<file path="src/hw/iorsd_pkg.sv">
// constants, operation codes and helpers for the i/o register space decoder
package iorsd_pkg;

   // address windows, in i/o and data-space terms
   localparam logic [7:0] IORSD_IO_LAST = 8'h3f;
   localparam logic [7:0] IORSD_BIT_LAST = 8'h1f;
   localparam logic [7:0] IORSD_DATA_OFS = 8'h20;
   localparam logic [7:0] IORSD_EXT_FIRST = 8'h60;
   localparam logic [7:0] IORSD_EXT_LAST = 8'hff;

   // port register triples: pin input, direction, output
   localparam logic [5:0] IORSD_OFS_PIN [4] = '{6'h00, 6'h03, 6'h06, 6'h09};
   localparam logic [5:0] IORSD_OFS_DIR [4] = '{6'h01, 6'h04, 6'h07, 6'h0a};
   localparam logic [5:0] IORSD_OFS_OUT [4] = '{6'h02, 6'h05, 6'h08, 6'h0b};

   // write-one-to-clear flag registers: timer0..3, pin change, external
   localparam logic [5:0] IORSD_OFS_FLAG [6] =
      '{6'h15, 6'h16, 6'h17, 6'h18, 6'h1b, 6'h1c};
   localparam logic [7:0] IORSD_MASK_FLAG [6] =
      '{8'h07, 8'h27, 8'h07, 8'h27, 8'h0f, 8'h07};

   localparam logic [5:0] IORSD_OFS_EXT_IRQ_MASK = 6'h1d;
   localparam logic [7:0] IORSD_MASK_EXT_IRQ = 8'h07;
   localparam logic [5:0] IORSD_OFS_SCRATCH0 = 6'h1e;
   localparam logic [5:0] IORSD_OFS_SCRATCH1 = 6'h2a;
   localparam logic [5:0] IORSD_OFS_SCRATCH2 = 6'h2b;
   localparam logic [5:0] IORSD_OFS_SP_LOW = 6'h3d;
   localparam logic [5:0] IORSD_OFS_SP_HIGH = 6'h3e;
   localparam logic [5:0] IORSD_OFS_STATUS = 6'h3f;

   localparam logic [7:0] IORSD_RST_BYTE = 8'h00;

   // core operations presented to the register space
   typedef enum logic [3:0] {
      IO_READ_OP,
      IO_WRITE_OP,
      SET_IO_BIT_OP,
      CLEAR_IO_BIT_OP,
      SKIP_IF_IO_BIT_SET_OP,
      SKIP_IF_IO_BIT_CLEAR_OP,
      INDIRECT_LOAD_OP,
      DIRECT_LOAD_OP,
      DISPLACED_LOAD_OP,
      INDIRECT_STORE_OP,
      DIRECT_STORE_OP,
      DISPLACED_STORE_OP
   } iorsd_op_e;

   // one-hot mask for a bit number
   function automatic logic [7:0] iorsd_bit_mask(input logic [2:0] b);
      iorsd_bit_mask = 8'h01 << b;
   endfunction : iorsd_bit_mask

   // true when a write strobe lands on a given i/o index
   function automatic logic iorsd_wr_sel(input logic en,
                                         input logic [5:0] idx,
                                         input logic [5:0] ofs);
      iorsd_wr_sel = en && (idx == ofs);
   endfunction : iorsd_wr_sel

endpackage : iorsd_pkg

</file>
<file path="src/hw/iorsd_acc_if.sv">
// decoded access carried from the address decoder to the register bank
`timescale 1ns/100ps
interface iorsd_acc_if;
   logic hit;
   logic rd;
   logic wr;
   logic set_bit;
   logic clr_bit;
   logic test_set;
   logic test_clr;
   logic [5:0] idx;

   modport decoder (output hit, rd, wr, set_bit, clr_bit, test_set,
                    test_clr, idx);
   modport bank (input hit, rd, wr, set_bit, clr_bit, test_set,
                 test_clr, idx);
endinterface : iorsd_acc_if

</file>
<file path="src/hw/iorsd_decode.sv">
// address decoder: i/o window, bit window and data-space mapping
`timescale 1ns/100ps
module iorsd_decode
   import iorsd_pkg::*;
(
   input wire logic core_req,
   input wire iorsd_op_e core_op,
   input wire logic [7:0] core_addr,
   iorsd_acc_if.decoder acc
);

   wire logic is_io_op;
   wire logic is_bit_op;
   wire logic is_load;
   wire logic is_store;
   wire logic io_ok;
   wire logic bit_ok;
   wire logic data_ok;
   wire logic [7:0] data_idx;

   // operation classes
   assign is_bit_op = (core_op == SET_IO_BIT_OP) ||
                      (core_op == CLEAR_IO_BIT_OP) ||
                      (core_op == SKIP_IF_IO_BIT_SET_OP) ||
                      (core_op == SKIP_IF_IO_BIT_CLEAR_OP);
   assign is_io_op = (core_op == IO_READ_OP) || (core_op == IO_WRITE_OP);
   assign is_load = (core_op == INDIRECT_LOAD_OP) ||
                    (core_op == DIRECT_LOAD_OP) ||
                    (core_op == DISPLACED_LOAD_OP);
   assign is_store = (core_op == INDIRECT_STORE_OP) ||
                     (core_op == DIRECT_STORE_OP) ||
                     (core_op == DISPLACED_STORE_OP);

   // window checks; the extended range has no register here and reads 0
   assign io_ok = is_io_op && (core_addr <= IORSD_IO_LAST);
   assign bit_ok = is_bit_op && (core_addr <= IORSD_BIT_LAST);
   assign data_ok = (is_load || is_store) &&
                    (core_addr >= IORSD_DATA_OFS) &&
                    (core_addr < IORSD_EXT_FIRST);
   assign data_idx = core_addr - IORSD_DATA_OFS;

   // decoded strobes
   assign acc.hit = core_req && (io_ok || bit_ok || data_ok);
   assign acc.idx = data_ok ? data_idx[5:0] : core_addr[5:0];
   assign acc.rd = acc.hit && ((core_op == IO_READ_OP) || is_load);
   assign acc.wr = acc.hit && ((core_op == IO_WRITE_OP) || is_store);
   assign acc.set_bit = acc.hit && (core_op == SET_IO_BIT_OP);
   assign acc.clr_bit = acc.hit && (core_op == CLEAR_IO_BIT_OP);
   assign acc.test_set = acc.hit &&
                         (core_op == SKIP_IF_IO_BIT_SET_OP);
   assign acc.test_clr = acc.hit &&
                         (core_op == SKIP_IF_IO_BIT_CLEAR_OP);

endmodule : iorsd_decode

</file>
<file path="src/hw/iorsd_flags.sv">
// one status flag register whose bits clear on a written one
`timescale 1ns/100ps
module iorsd_flags
   import iorsd_pkg::*;
#(
   parameter logic [7:0] VALID_MASK = 8'hff
)(
   input wire logic clk,
   input wire logic resetn,
   input wire logic [7:0] set_pulse,
   input wire logic clr_en,
   input wire logic [7:0] clr_data,
   output logic [7:0] flags
);

   wire logic [7:0] clr_bits;
   wire logic [7:0] flags_next;

   // set is or-ed in after the clear so a same-cycle event survives
   assign clr_bits = clr_en ? clr_data : 8'h00;
   assign flags_next = ((flags & ~clr_bits) | set_pulse) & VALID_MASK;

   // reserved positions never hold a one
   always_ff @(posedge clk) begin
      if (!resetn) begin
         flags <= IORSD_RST_BYTE;
      end else begin
         flags <= flags_next;
      end
   end

endmodule : iorsd_flags

</file>
<file path="src/hw/iorsd_top.sv">
// low i/o register space: decode, bit access, port, flag and core registers
//
// How it works
// - bit set/clear only at 0x00-0x1f
// - bit test and skip only at 0x00-0x1f
// - flags clear on written one, zero keeps
// - bit ops rewrite whole register, clearing flags
// - i/o instructions reach indices 0x00-0x3f
// - data-space address is i/o index plus 0x20
// - 0x60-0xff holds no register; load/store there reads 0
// - pins float while reset is active
// - four 8-bit ports, per-bit pull-up
`timescale 1ns/100ps
module iorsd_top
   import iorsd_pkg::*;
#(
   parameter int NUM_PORTS = 4,
   parameter int NUM_FLAGS = 6
)(
   input wire logic clk,
   input wire logic resetn,
   input wire logic core_req,
   input wire iorsd_op_e core_op,
   input wire logic [7:0] core_addr,
   input wire logic [2:0] core_bit,
   input wire logic [7:0] core_wdata,
   output logic core_ack,
   output logic [7:0] core_rdata,
   output logic core_skip,
   input wire logic [NUM_PORTS-1:0][7:0] pin_in,
   output logic [NUM_PORTS-1:0][7:0] pin_out,
   output logic [NUM_PORTS-1:0][7:0] pin_oe,
   output logic [NUM_PORTS-1:0][7:0] pin_pullup,
   input wire logic [NUM_FLAGS-1:0][7:0] flag_set,
   output logic [7:0] ext_irq_mask,
   output logic [15:0] stack_pointer,
   output logic [7:0] core_status
);

   iorsd_acc_if acc ();

   logic [7:0] io_space [64];
   logic [NUM_PORTS-1:0][7:0] dir_reg;
   logic [NUM_PORTS-1:0][7:0] out_reg;
   logic [NUM_PORTS-1:0][7:0] pin_sample_reg;
   logic [NUM_FLAGS-1:0][7:0] flag_q;
   logic [7:0] external_irq_mask_reg;
   logic [7:0] scratch0_reg;
   logic [7:0] scratch1_reg;
   logic [7:0] scratch2_reg;
   logic [7:0] sp_low_reg;
   logic [7:0] sp_high_reg;
   logic [7:0] status_reg;
   logic ack_reg;
   logic [7:0] rdata_reg;
   logic skip_reg;
   wire logic [7:0] cur;
   wire logic [7:0] bmask;
   wire logic [7:0] wr_data;
   wire logic wr_any;
   wire logic [7:0] rdata_next;
   wire logic skip_next;

   iorsd_decode u_decode (
      .core_req (core_req),
      .core_op (core_op),
      .core_addr (core_addr),
      .acc (acc)
   );

   // read view of the 64 i/o locations; unlisted ones stay zero
   always_comb begin
      io_space = '{default: 8'h00};
      for (int p = 0; p < NUM_PORTS; p++) begin
         io_space[IORSD_OFS_PIN[p]] = pin_sample_reg[p];
         io_space[IORSD_OFS_DIR[p]] = dir_reg[p];
         io_space[IORSD_OFS_OUT[p]] = out_reg[p];
      end
      for (int f = 0; f < NUM_FLAGS; f++) begin
         io_space[IORSD_OFS_FLAG[f]] = flag_q[f];
      end
      io_space[IORSD_OFS_EXT_IRQ_MASK] = external_irq_mask_reg;
      io_space[IORSD_OFS_SCRATCH0] = scratch0_reg;
      io_space[IORSD_OFS_SCRATCH1] = scratch1_reg;
      io_space[IORSD_OFS_SCRATCH2] = scratch2_reg;
      io_space[IORSD_OFS_SP_LOW] = sp_low_reg;
      io_space[IORSD_OFS_SP_HIGH] = sp_high_reg;
      io_space[IORSD_OFS_STATUS] = status_reg;
   end

   // bit ops modify the full byte read back, so set flags go back as ones
   assign cur = io_space[acc.idx];
   assign bmask = iorsd_bit_mask(core_bit);
   assign wr_data = acc.set_bit ? (cur | bmask) :
                    acc.clr_bit ? (cur & ~bmask) : core_wdata;
   assign wr_any = acc.wr || acc.set_bit || acc.clr_bit;
   assign rdata_next = acc.rd ? cur : 8'h00;
   assign skip_next = acc.test_set ? cur[core_bit] :
                      acc.test_clr ? !cur[core_bit] : 1'b0;

   // port registers; pin input locations are read-only samples
   generate
      for (genvar p = 0; p < NUM_PORTS; p++) begin : g_port
         always_ff @(posedge clk) begin
            if (!resetn) begin
               dir_reg[p] <= IORSD_RST_BYTE;
            end else if (iorsd_wr_sel(wr_any, acc.idx, IORSD_OFS_DIR[p])) begin
               dir_reg[p] <= wr_data;
            end
         end
         always_ff @(posedge clk) begin
            if (!resetn) begin
               out_reg[p] <= IORSD_RST_BYTE;
            end else if (iorsd_wr_sel(wr_any, acc.idx, IORSD_OFS_OUT[p])) begin
               out_reg[p] <= wr_data;
            end
         end
         always_ff @(posedge clk) begin
            if (!resetn) begin
               pin_sample_reg[p] <= IORSD_RST_BYTE;
            end else begin
               pin_sample_reg[p] <= pin_in[p];
            end
         end
      end
   endgenerate

   // status flags, fed by the peripheral set pulses
   generate
      for (genvar f = 0; f < NUM_FLAGS; f++) begin : g_flag
         iorsd_flags #(
            .VALID_MASK (IORSD_MASK_FLAG[f])
         ) u_flags (
            .clk (clk),
            .resetn (resetn),
            .set_pulse (flag_set[f]),
            .clr_en (iorsd_wr_sel(wr_any, acc.idx, IORSD_OFS_FLAG[f])),
            .clr_data (wr_data),
            .flags (flag_q[f])
         );
      end
   endgenerate

   // external interrupt mask keeps only its three live bits
   always_ff @(posedge clk) begin
      if (!resetn) begin
         external_irq_mask_reg <= IORSD_RST_BYTE;
      end else if (iorsd_wr_sel(wr_any, acc.idx, IORSD_OFS_EXT_IRQ_MASK)) begin
         external_irq_mask_reg <= wr_data & IORSD_MASK_EXT_IRQ;
      end
   end

   // scratch bytes; only the first sits inside the bit window
   always_ff @(posedge clk) begin
      if (!resetn) begin
         scratch0_reg <= IORSD_RST_BYTE;
         scratch1_reg <= IORSD_RST_BYTE;
         scratch2_reg <= IORSD_RST_BYTE;
      end else begin
         if (iorsd_wr_sel(wr_any, acc.idx, IORSD_OFS_SCRATCH0)) begin
            scratch0_reg <= wr_data;
         end
         if (iorsd_wr_sel(wr_any, acc.idx, IORSD_OFS_SCRATCH1)) begin
            scratch1_reg <= wr_data;
         end
         if (iorsd_wr_sel(wr_any, acc.idx, IORSD_OFS_SCRATCH2)) begin
            scratch2_reg <= wr_data;
         end
      end
   end

   // stack pointer halves and core status, top of the i/o window
   always_ff @(posedge clk) begin
      if (!resetn) begin
         sp_low_reg <= IORSD_RST_BYTE;
         sp_high_reg <= IORSD_RST_BYTE;
         status_reg <= IORSD_RST_BYTE;
      end else begin
         if (iorsd_wr_sel(wr_any, acc.idx, IORSD_OFS_SP_LOW)) begin
            sp_low_reg <= wr_data;
         end
         if (iorsd_wr_sel(wr_any, acc.idx, IORSD_OFS_SP_HIGH)) begin
            sp_high_reg <= wr_data;
         end
         if (iorsd_wr_sel(wr_any, acc.idx, IORSD_OFS_STATUS)) begin
            status_reg <= wr_data;
         end
      end
   end

   // answer registered one edge after the request
   always_ff @(posedge clk) begin
      if (!resetn) begin
         ack_reg <= 1'b0;
         rdata_reg <= IORSD_RST_BYTE;
         skip_reg <= 1'b0;
      end else begin
         ack_reg <= core_req;
         rdata_reg <= rdata_next;
         skip_reg <= skip_next;
      end
   end

   assign core_ack = ack_reg;
   assign core_rdata = rdata_reg;
   assign core_skip = skip_reg;
   assign pin_out = out_reg;
   assign ext_irq_mask = external_irq_mask_reg;
   assign stack_pointer = {sp_high_reg, sp_low_reg};
   assign core_status = status_reg;

   // reset gates the drivers with no clock needed, so pins float at once
   assign pin_oe = dir_reg & {(NUM_PORTS*8){resetn}};
   // pull-up where a bit is input and its output latch holds one
   assign pin_pullup = ~dir_reg & out_reg &
                       {(NUM_PORTS*8){resetn}};

   always_comb begin
      a_reset_pins_float: assert (resetn ||
                                  (pin_oe == '0 && pin_pullup == '0))
         else $error("pins driven or pulled during reset");
   end
endmodule : iorsd_top

</file>
<file path="config.mk">
export PLATFORM = sky130hd
export DESIGN_NAME = iorsd_top
export DESIGN_NICKNAME = d
export VERILOG_FILES = /design/src/hw/iorsd_pkg.sv /design/src/hw/iorsd_acc_if.sv /design/src/hw/iorsd_decode.sv /design/src/hw/iorsd_flags.sv /design/src/hw/iorsd_top.sv
export SDC_FILE = /design/constraint.sdc
export NUM_CORES = 1
export LEC_CHECK = 0
export BUFFER_PORTS_ARGS = -buffer_cell sky130_fd_sc_hd__buf_2
export CAP_MARGIN = 5
export CORE_MARGIN = 4
export CORE_UTILIZATION = 35
export CTS_BUF_LIST = sky130_fd_sc_hd__clkbuf_4 sky130_fd_sc_hd__clkbuf_8
export CTS_CLUSTER_DIAMETER = 50
export DETAILED_ROUTE_END_ITERATION = 7
export PLACE_DENSITY_LB_ADDON = 0.3
export SKIP_LAST_GASP = 1
export SLEW_MARGIN = 10
export SYNTH_ARGS = -nofsm -noshare
export SYNTH_HDL_FRONTEND = slang
export SYNTH_HIERARCHICAL = 1
export SYNTH_SLANG_ARGS = --single-unit
</file>
<file path="constraint.sdc">
create_clock -name clk -period 6 [get_ports clk]
set_input_delay 0 -clock clk [delete_from_list [all_inputs] [get_ports clk]]
set_output_delay 0 -clock clk [all_outputs]
set_load 0.005 [all_outputs]
</file>
==> results.json <==
{
  "outcome": "complete, no violations",
  "grt.busiest_layer": "met2",
  "max_stage_delay_ps": 870,
  "die_width_um": 172,
  "cts_root_buf": "clkbuf_8",
  "cp_cell_sequence": "dlygate4sd3_1 -> buf_2 -> nor2b_1 -> nand3_1 -> nor4_1 -> nor3_1 -> nor3_1 -> nand2_1 -> nor2_1 -> nor2_1 -> a211oi_1",
  "hold_end": "dir_reg[30]$_SDFFE_PN0P_",
  "leakage_nw": 4.54,
  "num_vias": 8023,
  "start_kind": "input port",
  "grt_max_degree": 73,
  "final_util": 0.416,
  "rsz0062_at_grt": "false",
  "syn_inst": 1062,
  "grtUsageMet2": 0.333,
  "arrival_ps": 4110,
  "io_pins": 244,
  "syn_area_um2": 9420,
  "dieArea_um2": 29600,
  "grt_pass1_wl_mm": 45.9,
  "drcViolationCount": 0,
  "maxSlewHeadroom": 0.220,
  "drt_iter0_markers": 561,
  "worstMarginPinSlew_ps": 1170,
  "ant_nets": 0,
  "crit_required_ps": 6380,
  "path_class": "input port to flop",
  "use_met1": 0.268,
  "worstSkewPairLatency_ps": 470,
  "crit-reg2reg-capture": "g_flag[4].u_flags/flags[3]$_SDFF_PN0_",
  "numPortBuffers": 211,
  "htreeDepth": 4,
  "dr.pass1.iters": 5,
  "start_util": 0.358,
  "clock_path_buffers": 2,
  "finalCritPeriodShare": 0.621,
  "cts_tree": "done",
  "holdPathStages": 3,
  "period_minus_slack_ps": 3730,
  "cp_max_fo": 16,
  "max_freq_ghz": 0.268,
  "min_from": "core_wdata[6]",
  "worstSetupEndpointType": "flop",
  "finClkSkew_ps": 20.4,
  "reg2reg_from": "pin_out[19]$_SDFFE_PN0P_",
  "gp_congestion": 0.836,
  "place_inst": 1467,
  "setup_viol": 0,
  "core_area_um2": 26300,
  "avgRoutedWirePerCell_um": 19.3,
  "cp_slowest_cell": "nor4_1",
  "vias_per_cell": 5.15,
  "slew_viol_final": 0,
  "syn_area_per_cell_um2": 8.87,
  "routed_wl_mm": 30.0,
  "powerDensity_nw_per_um2": 216,
  "antenna_found_initial": 1,
  "cts_setup_buffers": 0,
  "chipHeight_um": 172,
  "grt.total_usage": 0.200,
  "stdcell_count": 1557,
  "diodes": 0,
  "hold_viol": 0,
  "setup_tns_ps": 0,
  "rows": 59,
  "rr_worst_depth": 8,
  "drive_gt1_frac": 0.258,
  "area_growth_pct": 16.0,
  "num-fill-cells": 2642,
  "drv_cap": 0,
  "layout.nets": 1315,
  "ff2ff_setup_slack_ps": 2910,
  "clk_pin_slew_ps": 100,
  "numCtsBuffers": 17,
  "grt_overflow": 0,
  "hpwlAfterDp_mm": 21.5,
  "vdd_ir_drop_max_mv": 0.130,
  "grt_pass1_vias": 7687,
  "use_met3": 0.0393,
  "yosysWarnings": 6,
  "hold_path_class": "input port to flop",
  "cts.sinks": 178
}
==> area by class of cell <==
cell class              count  area (um2)  share of cell area
multi-input cells         702        4680               0.429
flip-flops and latches    178        3560               0.326
repair buffers            278        1710               0.157
well taps                 335         419              0.0384
clock buffers              17         234              0.0214
clock inverters            15         191              0.0175
inverters                  32         121              0.0111
==> stage by stage <==
step	setup WS, ps	cell area [um2]	hold slack, ps	total power, mW
after global placement	2480	9910	208	1.47
final	2270	10900	26.3	2.36
after floorplan	3520	9510	127	1.41
after detailed placement	2350	9910	209	1.47
after CTS	2320	10900	7.90	2.38
after global routing	1820	10900	21.7	2.45
==> per-layer routing <==
metal,part of all wire,wire length [um]
met2,0.48,14500
met4,0.016,474
met1,0.44,13200
met3,0.062,1850
met5,0,0
==> how the worst max path moves through the flow <==
stage | depth (start not counted) | slack, ps | from | endpoint
after floorplan | 9 | 3520 | core_req | g_flag[1].u_flags/flags[1]$_SDFF_PN0_
after global placement | 12 | 2480 | core_addr[0] | g_flag[3].u_flags/flags[0]$_SDFF_PN0_
after detailed placement | 10 | 2350 | core_addr[7] | dir_reg[26]$_SDFFE_PN0P_
after CTS | 11 | 2320 | core_req | dir_reg[26]$_SDFFE_PN0P_
after global routing | 11 | 1820 | core_req | dir_reg[18]$_SDFFE_PN0P_
final | 11 | 2270 | core_req | dir_reg[26]$_SDFFE_PN0P_
==> critical path, delay by kind of cell <==
| family | cells | cell delay (ps) |
|---|---|---|
| buffers and inverters | 2 | 620 |
| AOI/OAI and AO/OA | 1 | 260 |
| and+or+nand+nor | 8 | 3200 |
==> cells in the final DEF (no fill, tap or decap), types with 27 or more instances in the layout <==
cell type	instances
a211oi_1	75
a21oi_1	56
and2_1	67
buf_2	209
conb_1	32
dfxtp_1	178
dlygate4sd3_1	58
inv_1	31
nand2_1	27
nor2_1	121
nor3b_1	30
o21ai_0	56
==> where the power goes <==
part	switching (mW)	total [mW]	internal, mW
logic	0.153	0.262	0.108
clock network	0.496	0.888	0.392
registers	0.0102	1.21	1.20
total	0.659	2.36	1.70
==> timing repair <==
action	in CTS	in global routing
hold endpoints to repair	63	0
hold buffers	58	0
setup endpoints to repair	0	0
resized for setup	0	0
Note: power is estimated with default switching activity, not from simulation.
